===== src/pkg/cusic_consts.vh =====
// Constants of the card reader/punch station controller.
// Assumes a 100 MHz clock and the APB slave map chosen for this block.
`ifndef CUSIC_CONSTS_VH
`define CUSIC_CONSTS_VH

// ****************************************
// Timing
// ****************************************
`define CUSIC_CLK_PERIOD_NS 10
`define CUSIC_COL_TIME_NS 1000000
// Column time over clock period, sized to the 20-bit column timer
`define CUSIC_COL_CYCLES 20'd100000
`define CUSIC_COLS_PER_CARD 7'd80

// ****************************************
// Stations
// ****************************************
`define CUSIC_STN_ZERO 2'h0
`define CUSIC_STN_READER 2'h1
`define CUSIC_STN_PUNCH 2'h2

// ****************************************
// Level 1 status bit positions
// ****************************************
`define CUSIC_ST_READY 0
`define CUSIC_ST_BUSY 1
`define CUSIC_ST_INT 2
`define CUSIC_ST_DATA 3
`define CUSIC_ST_EOP 4
`define CUSIC_ST_ALARM 5
// Level 2 status bit positions
`define CUSIC_L2_ALARM 0

// ****************************************
// Function word bit positions
// ****************************************
`define CUSIC_FN_CLR_CTRL 0
`define CUSIC_FN_CLR_INT 1
`define CUSIC_FN_SEL_DATA 2
`define CUSIC_FN_SEL_EOP 3
`define CUSIC_FN_SEL_ALARM 4
`define CUSIC_FN_FEED 5
`define CUSIC_FN_ALL 16'h003F

// ****************************************
// APB register map and reset values
// ****************************************
`define CUSIC_OFS_EVENTS 8'h00
`define CUSIC_OFS_MASK 8'h04
`define CUSIC_OFS_COLS 8'h08
`define CUSIC_OFS_LEVEL1 8'h0C
`define CUSIC_OFS_LEVEL2 8'h10
`define CUSIC_EV_DATA 0
`define CUSIC_EV_EOP 1
`define CUSIC_EV_ALARM 2
`define CUSIC_MASK_RST 3'h0

`endif


===== src/logic/cusic_col_pacer.v =====
// Column pacer of the punch: paces column requests and counts one card.
// Assumes start and colTake are single-cycle pulses on the same clock.
`timescale 1ns/1ps
`default_nettype none
`include "cusic_consts.vh"

module cusic_col_pacer #(
    parameter [19:0] COL_CYCLES = `CUSIC_COL_CYCLES
) (
    // Clock and reset
    input wire clock,
    input wire rst,
    // Control
    input wire clear,
    input wire start,
    input wire colTake,
    // State
    output reg colReady,
    output reg cardDone,
    output reg [6:0] colCount
);

    reg [19:0] timer_q;
    reg running_q;

    // ****************************************
    // Column timing
    // ****************************************
    always @(posedge clock or posedge rst) begin
        if (rst) begin
            timer_q <= 20'h00000;
            running_q <= 1'b0;
            colReady <= 1'b0;
            cardDone <= 1'b0;
            colCount <= 7'h00;
        end else if (clear) begin
            running_q <= 1'b0;
            colReady <= 1'b0;
            cardDone <= 1'b0;
            colCount <= 7'h00;
        end else begin
            cardDone <= 1'b0;
            if (start) begin
                running_q <= 1'b1;
                timer_q <= COL_CYCLES - 20'h00001;
                colCount <= 7'h00;
                colReady <= 1'b0;
            end else if (running_q) begin
                if (colTake) begin
                    colCount <= colCount + 7'h01;
                    colReady <= 1'b0;
                    timer_q <= COL_CYCLES - 20'h00001;
                end else if (!colReady) begin
                    if (timer_q != 20'h00000) begin
                        timer_q <= timer_q - 20'h00001;
                    end else if (colCount == `CUSIC_COLS_PER_CARD) begin
                        // Card ends after exactly the last column
                        running_q <= 1'b0;
                        cardDone <= 1'b1;
                    end else begin
                        colReady <= 1'b1;
                    end
                end
            end
        end
    end

endmodule
`default_nettype wire


===== src/logic/cusic_top.v =====
// Station controller of a card reader/punch on a parallel I/O channel,
// with an APB slave for interrupt events, mask and status mirrors.
// Assumes the channel requester runs on the same clock and holds chReq
// with its qualifiers steady until it sees an answer or gives up.
`timescale 1ns/1ps
`default_nettype none
`include "cusic_consts.vh"

// How it works
// - Level 1 status on station 0 replies and shows Ready.
// - Level 1 status on station 3 replies and shows Ready.
// - All-functions word on station 0 gets no answer; status stays Ready.
// - All-functions word on punch station gets no answer, changes nothing.
// - Idle punch Level 1 status replies with Data and Ready.
// - Punch Level 2 status replies, all zero without faults.
// - Clear controller on punch replies; idle status then Data and Ready.
// - Clear interrupts on punch replies; idle status stays Data and Ready.
// - Data, end-of-operation and alarm interrupts are separate and maskable.
// - Data interrupt select with data present raises data interrupt only.
// - End-of-operation select on idle punch raises no interrupt.
// - Undefined function bits on punch reply and change nothing.
// - All functions but feed reply and raise only the data interrupt.
// - A card is exactly 80 counted columns.
// - Reader station idle shows Ready only; data interrupt request ignored.
module cusic_top #(
    parameter [19:0] COL_CYCLES = `CUSIC_COL_CYCLES
) (
    // Clock and reset
    input wire clock,
    input wire rst,
    // APB slave
    input wire psel,
    input wire penable,
    input wire pwrite,
    input wire [7:0] paddr,
    input wire [31:0] pwdata,
    output reg [31:0] prdata,
    output reg pready,
    output reg pslverr,
    // Channel
    input wire chReq,
    input wire chWrite,
    input wire chDirector,
    input wire chLevel2,
    input wire [1:0] chStation,
    input wire [15:0] chDataIn,
    output reg chReply,
    output reg chReject,
    output reg [15:0] chDataOut,
    // Punch mechanism
    input wire punchAlarmPin,
    output reg [11:0] colData,
    output reg colStrobe,
    // Interrupt lines
    output reg irqDataLine,
    output reg irqEopLine,
    output reg irqAlarmLine,
    output reg irq
);

    localparam [1:0] CH_IDLE = 2'b01;
    localparam [1:0] CH_HOLD = 2'b10;

    reg [1:0] chState_q;
    reg alarmMeta_q, alarmSync_q;
    reg busy_q, eop_q, alarm_q;
    reg selData_q, selEop_q, selAlarm_q, eopPend_q;
    reg [2:0] events_q, mask_q;
    reg reply_d, reject_d, doFunc, doCol;
    reg [15:0] word_d;
    reg [31:0] rdMux;
    reg rdBad;
    wire pacReady, pacDone;
    wire [6:0] pacCols;

    // ****************************************
    // Status composition
    // ****************************************
    function [15:0] level1Word;
        input ready, busy, intr, data, eop, alarm;
        begin
            level1Word = 16'h0000;
            level1Word[`CUSIC_ST_READY] = ready;
            level1Word[`CUSIC_ST_BUSY] = busy;
            level1Word[`CUSIC_ST_INT] = intr;
            level1Word[`CUSIC_ST_DATA] = data;
            level1Word[`CUSIC_ST_EOP] = eop;
            level1Word[`CUSIC_ST_ALARM] = alarm;
        end
    endfunction

    // Idle punch always wants a column; busy punch only when paced
    wire dataSt = ~busy_q | pacReady;
    wire dataPend = selData_q & dataSt;
    wire alarmPend = selAlarm_q & alarm_q;
    wire anyPend = dataPend | eopPend_q | alarmPend;
    wire [15:0] punchL1 = level1Word(1'b1, busy_q, anyPend, dataSt, eop_q, alarm_q);
    wire [15:0] idleL1 = level1Word(1'b1, 1'b0, 1'b0, 1'b0, 1'b0, 1'b0);
    wire [15:0] punchL2 = {15'h0000, alarm_q};
    wire stPunch = (chStation == `CUSIC_STN_PUNCH);
    wire funcAll = ((chDataIn & `CUSIC_FN_ALL) == `CUSIC_FN_ALL);
    wire take = chState_q[0] & chReq;

    // ****************************************
    // Channel request decode
    // ****************************************
    always @* begin
        reply_d = 1'b0;
        reject_d = 1'b0;
        doFunc = 1'b0;
        doCol = 1'b0;
        word_d = 16'h0000;
        if (chDirector && !chWrite) begin
            reply_d = 1'b1;
            if (stPunch) begin
                word_d = chLevel2 ? punchL2 : punchL1;
            end else begin
                word_d = idleL1;
            end
        end else if (chDirector && chWrite) begin
            // No answer at all: the requester's timeout ends it
            if (chStation != `CUSIC_STN_ZERO && !funcAll) begin
                reply_d = 1'b1;
                doFunc = 1'b1;
            end
        end else if (chWrite && stPunch && busy_q && pacReady) begin
            reply_d = 1'b1;
            doCol = 1'b1;
        end else begin
            reject_d = 1'b1;
        end
    end

    always @(posedge clock or posedge rst) begin
        if (rst) begin
            chState_q <= CH_IDLE;
            chReply <= 1'b0;
            chReject <= 1'b0;
            chDataOut <= 16'h0000;
        end else begin
            chReply <= 1'b0;
            chReject <= 1'b0;
            case (chState_q)
                CH_IDLE: begin
                    if (chReq) begin
                        chReply <= reply_d;
                        chReject <= reject_d;
                        chDataOut <= word_d;
                        chState_q <= CH_HOLD;
                    end
                end
                CH_HOLD: begin
                    if (!chReq) begin
                        chState_q <= CH_IDLE;
                    end
                end
                default: begin
                    chState_q <= CH_IDLE;
                end
            endcase
        end
    end

    // ****************************************
    // Function execution and punch state
    // ****************************************
    wire fn = take & doFunc;
    wire clrCtrl = fn & chDataIn[`CUSIC_FN_CLR_CTRL];
    wire clrInt = fn & chDataIn[`CUSIC_FN_CLR_INT];
    wire selD = fn & stPunch & chDataIn[`CUSIC_FN_SEL_DATA];
    wire selE = fn & stPunch & chDataIn[`CUSIC_FN_SEL_EOP];
    wire selA = fn & stPunch & chDataIn[`CUSIC_FN_SEL_ALARM];
    wire feed = fn & stPunch & chDataIn[`CUSIC_FN_FEED] & ~busy_q & ~clrCtrl;
    wire colTake = take & doCol;

    // Alarm arrives from the mechanism, so it is synchronised first
    always @(posedge clock or posedge rst) begin
        if (rst) begin
            alarmMeta_q <= 1'b0;
            alarmSync_q <= 1'b0;
        end else begin
            alarmMeta_q <= punchAlarmPin;
            alarmSync_q <= alarmMeta_q;
        end
    end

    always @(posedge clock or posedge rst) begin
        if (rst) begin
            busy_q <= 1'b0;
            eop_q <= 1'b0;
            alarm_q <= 1'b0;
            selData_q <= 1'b0;
            selEop_q <= 1'b0;
            selAlarm_q <= 1'b0;
            eopPend_q <= 1'b0;
            colData <= 12'h000;
            colStrobe <= 1'b0;
        end else begin
            colStrobe <= colTake;
            if (colTake) begin
                colData <= chDataIn[11:0];
            end
            // Clears act first so a combined word can reselect afterwards
            if (clrCtrl || clrInt) begin
                selData_q <= 1'b0;
                selEop_q <= 1'b0;
                selAlarm_q <= 1'b0;
                eopPend_q <= 1'b0;
            end
            if (clrCtrl) begin
                busy_q <= 1'b0;
                alarm_q <= 1'b0;
            end
            if (selD) begin
                selData_q <= 1'b1;
            end
            if (selE) begin
                selEop_q <= 1'b1;
            end
            if (selA) begin
                selAlarm_q <= 1'b1;
            end
            if (feed) begin
                busy_q <= 1'b1;
                eop_q <= 1'b0;
            end
            // A controller clear in the same cycle wins over card done for busy and EOP state; the alarm wins over a clear
            if (pacDone && !clrCtrl) begin
                busy_q <= 1'b0;
                eop_q <= 1'b1;
                eopPend_q <= selEop_q | selE;
            end
            if (alarmSync_q) begin
                alarm_q <= 1'b1;
            end
        end
    end

    cusic_col_pacer #(
        .COL_CYCLES(COL_CYCLES)
    ) pacer (
        .clock(clock),
        .rst(rst),
        .clear(clrCtrl),
        .start(feed),
        .colTake(colTake),
        .colReady(pacReady),
        .cardDone(pacDone),
        .colCount(pacCols)
    );

    // ****************************************
    // Interrupt lines and event register
    // ****************************************
    wire apbAccess = psel & penable & pready;
    wire apbWr = apbAccess & pwrite;
    wire [2:0] evSet = {alarmPend & ~irqAlarmLine, pacDone & selEop_q, dataPend & ~irqDataLine};
    wire [2:0] evClr = (apbWr && paddr == `CUSIC_OFS_EVENTS) ? pwdata[2:0] : 3'h0;
    wire [2:0] evNext = (events_q & ~evClr) | evSet;

    always @(posedge clock or posedge rst) begin
        if (rst) begin
            irqDataLine <= 1'b0;
            irqEopLine <= 1'b0;
            irqAlarmLine <= 1'b0;
            events_q <= 3'h0;
            mask_q <= `CUSIC_MASK_RST;
            irq <= 1'b0;
        end else begin
            irqDataLine <= dataPend;
            irqEopLine <= eopPend_q;
            irqAlarmLine <= alarmPend;
            events_q <= evNext;
            if (apbWr && paddr == `CUSIC_OFS_MASK) begin
                mask_q <= pwdata[2:0];
            end
            irq <= |(evNext & mask_q);
        end
    end

    // ****************************************
    // APB slave
    // ****************************************
    always @* begin
        rdMux = 32'h00000000;
        rdBad = 1'b0;
        if (paddr == `CUSIC_OFS_EVENTS) begin
            rdMux = {29'h00000000, events_q};
        end else if (paddr == `CUSIC_OFS_MASK) begin
            rdMux = {29'h00000000, mask_q};
        end else if (paddr == `CUSIC_OFS_COLS) begin
            rdMux = {25'h0000000, pacCols};
        end else if (paddr == `CUSIC_OFS_LEVEL1) begin
            rdMux = {16'h0000, punchL1};
        end else if (paddr == `CUSIC_OFS_LEVEL2) begin
            rdMux = {16'h0000, punchL2};
        end else begin
            rdBad = 1'b1;
        end
    end

    // One wait state: data is registered on the same edge that raises pready
    always @(posedge clock or posedge rst) begin
        if (rst) begin
            prdata <= 32'h00000000;
            pready <= 1'b0;
            pslverr <= 1'b0;
        end else if (psel && penable && !pready) begin
            pready <= 1'b1;
            pslverr <= rdBad;
            prdata <= pwrite ? 32'h00000000 : rdMux;
        end else begin
            pready <= 1'b0;
            pslverr <= 1'b0;
        end
    end

endmodule
`default_nettype wire


===== config.mk =====
export PLATFORM = sky130hd
export DESIGN_NAME = cusic_top
export DESIGN_NICKNAME = d
export VERILOG_FILES = /design/src/logic/cusic_col_pacer.v /design/src/logic/cusic_top.v
export VERILOG_INCLUDE_DIRS = /design/src /design/src/pkg
export SDC_FILE = /design/constraint.sdc
export NUM_CORES = 1
export LEC_CHECK = 0
export ABC_AREA = 1
export BUFFER_PORTS_ARGS = -buffer_cell sky130_fd_sc_hd__buf_4
export CAP_MARGIN = 5
export CORE_ASPECT_RATIO = 0.9
export CORE_UTILIZATION = 47
export CTS_CLUSTER_SIZE = 30
export DETAILED_ROUTE_END_ITERATION = 6
export PLACE_DENSITY_LB_ADDON = 0.05
export SETUP_SLACK_MARGIN = 0.05
export SYNTH_ARGS = -nofsm -noshare
export SYNTH_HDL_FRONTEND = slang
export SYNTH_HIERARCHICAL = 1
export SYNTH_SLANG_ARGS = --single-unit

===== constraint.sdc =====
create_clock -name clock -period 1.9 [get_ports clock]
set_input_delay 0.095 -clock clock [delete_from_list [all_inputs] [get_ports clock]]
set_output_delay 0.095 -clock clock [all_outputs]
set_load 0.02 [all_outputs]

After elaboration in Yosys (flattened, before gate mapping)
Index checks and enable logic that the tools add are counted.

Order comparisons: 0. Equal/unequal tests: 12. Add/subtract/negate cells: 2. Reduce and logical (&&, ||, !) cells: 35. Div/mod/pow operators: 0. Mux-type cells: 75. Multipliers: 0. Bitwise operators: 32. Shift-type cells: 0.

Operators by type and width (number): $mux 20 (5); $mux 1 (54); $mux 7 (7); $mux 32 (1); $mux 6 (4); $and 1x1->1 (20); $reduce_bool 20->1 (1); $sub 20x1->20 const B (1); $eq 8x4->1 const B (2); $reduce_bool 2->1 (8); $reduce_bool 3->1 (4); $logic_and 1x1->1 (11); $eq 8x3->1 const B (1); $eq 8x5->1 const B (1); $logic_not 8->1 (1); $add 7x1->7 const B (1); $eq 7x7->1 const B (1); $and 3x3->3 (2); $eq 6x6->1 const B (1); $reduce_and 2->1 (3); $eq 2x2->1 const B (2); $logic_not 1->1 (4); $mux 2 (2); $ne 2x2->1 const B (2); other kinds (11) (17).

Register bits: 116. Logic and storage cells: 185. Memories kept: 0. Bits in writable memories: 0. Bits of input ports: 68. Bits in latches: 0. Bits in read-only memories: 0. Output and inout port bits: 69.

Logic depth before layout (Yosys ltp)
Depth after elaboration: 13. Depth in mapped cells: 19. Depth with buffers taken out: 17.

Modules after synthesis
Netlist, hierarchy kept.

By module, submodules not included: cusic_top (cells each 333, seq. area each 1277.5 µm², times used 1, area an instance 2661.3 µm²); cusic_col_pacer (cells each 281, seq. area each 750.7 µm², times used 1, area an instance 1969.4 µm²).

Least setup slack after synthesis
OpenSTA, ideal clock, no wires.

Path kind: flip-flop to flip-flop. Start point: register chState_q[0]. End point: register pacer.colReady. Slack: -193 ps. Library setup time: 125 ps. Buffers on the path: 1. Cell stages (with the launch flop): 14. Arrival: 1968 ps. Period minus slack after synthesis: 2093 ps. Required time: 1775 ps. Path through: dfstp_2 > nand2_1 > inv_2 > nand4_1 > nand2_1 > inv_1 > nand2_1 > inv_1 > buf_6 > nor2_1 > inv_1 > or2_2 > a21oi_1 > nor3b_1.

Word-level cells in the longest chain between the ends: 8. Elaborated cells between the ends (all ways): 14.

Ends and longest elaborated chain: from (decl) (RTL line cusic_top.v:64) `reg [1:0] chState_q;`; from (signal assigned) (RTL line cusic_top.v:136) `chState_q <= CH_IDLE;`; from (signal assigned) (RTL line cusic_top.v:149) `chState_q <= CH_HOLD;`; from (signal assigned) (RTL line cusic_top.v:154) `chState_q <= CH_IDLE;`; $and 1x1->1 (*) (RTL line cusic_top.v:102) `wire take = chState_q[0] & chReq;`; $and 1x1->1 (*) (RTL line cusic_top.v:167) `wire fn = take & doFunc;`; $and 1x1->1 (3 in series) (RTL line cusic_top.v:173) `` wire feed = fn & stPunch & chDataIn[`CUSIC_FN_FEED] & ~busy_q & ~clrCtrl; ``; $and 1x1->1 (*) (RTL line cusic_top.v:173); named net feed (RTL line cusic_top.v:173); $mux 1 (RTL line cusic_col_pacer.v:43) `if (start) begin`; $mux 1 (RTL line cusic_col_pacer.v:36) `end else if (clear) begin`; to (signal assigned) (RTL line cusic_col_pacer.v:38) `colReady <= 1'b0;`; to (signal assigned) (RTL line cusic_col_pacer.v:47) `colReady <= 1'b0;`; to (signal assigned) (RTL line cusic_col_pacer.v:51) `colReady <= 1'b0;`; to (decl) (RTL line cusic_col_pacer.v:18) `output reg colReady,`.

The timed path passes the listed nets; every way through them passes the cells marked *. The select of a mux whose other input is x is not followed. A chain may end at the register's enable or synchronous reset.

Worst setup path after layout
Start point: register chState_q[0]. End point: register pacer.timer_q[17].

Word-level cells in the longest chain between the ends: 8. Elaborated cells between the ends (all ways): 16.

Ends and longest elaborated chain: $and 1x1->1 (*) (RTL line cusic_top.v:102); $and 1x1->1 (*) (RTL line cusic_top.v:167); $and 1x1->1 (3 in series) (RTL line cusic_top.v:173); $and 1x1->1 (*) (RTL line cusic_top.v:173); named net feed (RTL line cusic_top.v:173); $ne 3x3->1 (no source line) (tied with other cells); $reduce_and 4->1 (no source line); to (signal assigned) (RTL line cusic_col_pacer.v:45) `timer_q <= COL_CYCLES - 20'h00001;`; to (signal assigned) (RTL line cusic_col_pacer.v:52) `timer_q <= COL_CYCLES - 20'h00001;`; to (signal assigned) (RTL line cusic_col_pacer.v:55) `timer_q <= timer_q - 20'h00001;`; to (decl) (RTL line cusic_col_pacer.v:23) `reg [19:0] timer_q;`.

Marks and branches as above.

==> impl_metrics.env <==
export IMPL_endpoint="pacer/timer_q[17]$_DFFE_PP0P_"
export IMPL_end_kind="flop"
export IMPL_ant_nets=0
export IMPL_grt_pass1_vias=4016
export IMPL_dieWidth_um=106.6
export IMPL_worstSetupStartpoint="chState_q[0]$_DFFE_PP1P_"
export IMPL_final_setup_tns_ns=-0.6395
export IMPL_overflow=0
export IMPL_start_util_pct=49.62
export IMPL_worstPathMaxFanout=6
export IMPL_synth_area_leaders="dfrtp_1, nand2_1, inv_1"
export IMPL_power_density_nw_per_um2=920.7
export IMPL_route_detailed_drc=0
export IMPL_r2r_end="pacer/timer_q[17]$_DFFE_PP0P_"
export IMPL_syn_to_final_growth_pct=28.48
export IMPL_total_power_uw=5478
export IMPL_hpwl_um=8264
export IMPL_firstDrtPassIters=5
export IMPL_cts_tree="yes"
export IMPL_clk_path_buf_depth=2
export IMPL_peakVddDrop_mv=0.7862
export IMPL_violations="setup timing"
export IMPL_n_antenna_cell=0
export IMPL_ios=137
export IMPL_portBuffers=68
export IMPL_ys_seq_area_share_pct=43.80
export IMPL_grt_pass1_wl_um=18500
export IMPL_cap_violations=0
export IMPL_worstSetupStartpointType="flop"
export IMPL_antenna_found_initial=0
export IMPL_grtUsageMet1_pct=29.95
export IMPL_clk_latency_ns=0.37
export IMPL_syn_inst=614
export IMPL_layout_common_cells="nand2_1, buf_4, dfrtp_1"
export IMPL_multi_input_area_um2=2241
export IMPL_cp_required_ns=2.20
export IMPL_synth_top_area_share_pct=43.23
export IMPL_tightest_slew_ns=0.5167
export IMPL_core_area_um2=9331
export IMPL_met2_usage_pct=39.09
export IMPL_clock_sinks=81
export IMPL_setup_worst_path_class="flop to flop"
export IMPL_p_leak_uw=0.003222
export IMPL_yosysUniqueCellTypes=40
export IMPL_met3_usage_pct=4.807
export IMPL_worst_clock_skew_ns=0.01489
export IMPL_status="finished, violations left"
export IMPL_synth_seq_cells=81
export IMPL_fmax_ghz=0.5114
export IMPL_rsz0062_at_grt="yes"
export IMPL_nNetsFinal=815
export IMPL_r2r_start="chState_q[0]$_DFFE_PP1P_"
export IMPL_num_rows=33
export IMPL_place_congestion=0.9455
export IMPL_fin_crit_ns=1.955
export IMPL_timing_final_crit_share_pct=102.9
export IMPL_die_area_um2=10250
export IMPL_fin_ws_ns=-0.05543
export IMPL_synth_cell_area_um2=4631
export IMPL_yosysWarnings=6
export IMPL_h_tree_depth=3
export IMPL_via_count=4255
export IMPL_relSlewSlack_pct=65.50
export IMPL_cp_data_arrival_time_ns=2.25
export IMPL_ff2ff_path_depth=15
export IMPL_final_seq_area_um2=2028
export IMPL_drtIter0Drc=179
export IMPL_wl_per_cell_um=12.79
export IMPL_vias_per_cell=4.891
export IMPL_r2r_slack_ns=-0.06
export IMPL_fin_util_pct=63.76
export IMPL_cts_clk_slew_worst_paths_ns=0.08
export IMPL_hp_class="input port to flop"
export IMPL_die_h_um=96.17
export IMPL_report_final_slew_viol_count=0
export IMPL_drive_gt1_share_pct=26.47
export IMPL_grt_max_degree=31
export IMPL_setup_viol=16
export IMPL_dp_slack_ns=-0.1614
export IMPL_hold_violations=0
export IMPL_top_usage_layer="met2"
export IMPL_yosysTopAreaCell="dfrtp_1"
export IMPL_avgSynthCellArea_um2=7.542
export IMPL_layout_commonest_cell="nand2_1"
export IMPL_track_usage_pct=23.12
export IMPL_cts_buffers_inserted=9
export IMPL_cts_root_buffer="clkbuf_8"
export IMPL_wl_um=11120
export IMPL_nFillCells=812
## per-layer routing
| layer | vias to the layer above | part of all wire, % |
|---|---|---|
| li1 | 2116 | - |
| met1 | 1988 | 46 |
| met2 | 134 | 47 |
| met3 | 17 | 5.1 |
| met4 | 0 | 1.4 |
| met5 | - | 0 |
## worst min path at each step
stage,start,endpoint,cells past startpoint
2_1_floorplan,punchAlarmPin,alarmMeta_q$_DFF_PP0_,0
3_3_place_gp,rst,alarmMeta_q$_DFF_PP0_,2
3_5_place_dp,rst,alarmMeta_q$_DFF_PP0_,2
4_1_cts,chDataIn[1],colData[1]$_DFFE_PP0P_,3
5_1_grt,chDataIn[1],colData[1]$_DFFE_PP0P_,3
6_report,chDataIn[1],colData[1]$_DFFE_PP0P_,3
## flip-flops by register name (all words and copies together) (netlist names), 2 cells and up
| name | flops |
|---|---|
| prdata | 7 |
| pacer/timer_q | 20 |
| events_q | 3 |
| pacer/colCount | 7 |
| chDataOut | 6 |
| chState_q | 2 |
| mask_q | 3 |
| colData | 12 |
## cells by family (layout without fill, tap and decap cells)
family / Yosys count / count (layout) / share of synthesized area [%]
AO/OA/AOI/OAI: 59 / 59 / 7.349
XOR/XNOR: 3 / 3 / 0.5675
adder cells (fa/ha/maj): 4 / 4 / 1.081
buffers and inverters: 126 / 225 / 14.19
flip-flops: 81 / 81 / 43.80
other: 1 / 35 / 0.08098
AND/OR/NAND/NOR: 340 / 341 / 32.94
## final cells by class
cell class	count	share of cell area, %
Timing Repair Buffer	125	17.22
Clock buffer	13	2.671
Sequential cell	81	34.09
Inverter	84	5.489
Multi-Input combinational cell	442	37.67
Tap cell	122	2.566
Clock inverter	3	0.2944
## per-stage QoR
step	hold slack, ns	area [um2]	cells
finish	0.03053	5949	870
global route	0.03610	5949	870
CTS	0.01304	5891	872
detailed placement	0.1767	5346	823
global placement	0.1724	5346	823
floorplan	0.1264	4812	648
## repair_timing
item                                   4_1_cts  5_1_grt
pin swaps                                   20        9
cloned                                       1        0
endpoints found under the hold margin       71        0
setup endpoints to repair                   25       33
setup buffers                               16        3
hold buffers                                16        0
gates resized for setup                     29       21
## synth_stat cells, drive strengths merged
cell type	count
buf	42
conb	1
nor4	1
nand3	46
o21ai	42
ha	4
xnor2	2
dfstp	1
a211oi	3
o21bai	2
xor2	1
inv	80
o211ai	1
nor2	81
clkinv	4
nor3	3
or2	3
a21oi	8
nand4	14
dfrtp	80
o2111ai	3
nor3b	1
nand2b	1
nand2	187
nand3b	3
## where the power goes
part | total [uW] | leakage [uW] | internal, uW | switching (uW)
combinational | 2090 | 0.00206 | 768 | 1320
clock | 1150 | 0.0000894 | 543 | 602
sequential | 2250 | 0.00107 | 1980 | 263
total | 5480 | 0.00322 | 3290 | 2180
## worst max-delay path, stage by stage, from the launching register on
cell and delay [ns]:
dfstp_2 0.55, nand2_2 0.06, inv_2 0.06, nand4_1 0.12, nor2_2 0.15, nand2_2 0.09
inv_2 0.09, nor2_4 0.04, nor2_4 0.12, inv_2 0.07, nor2_4 0.10, inv_4 0.08
nand2_8 0.11, buf_6 0.13, nand3_2 0.05, nand2_1 0.06
Note: power is estimated with default switching activity, not from simulation.
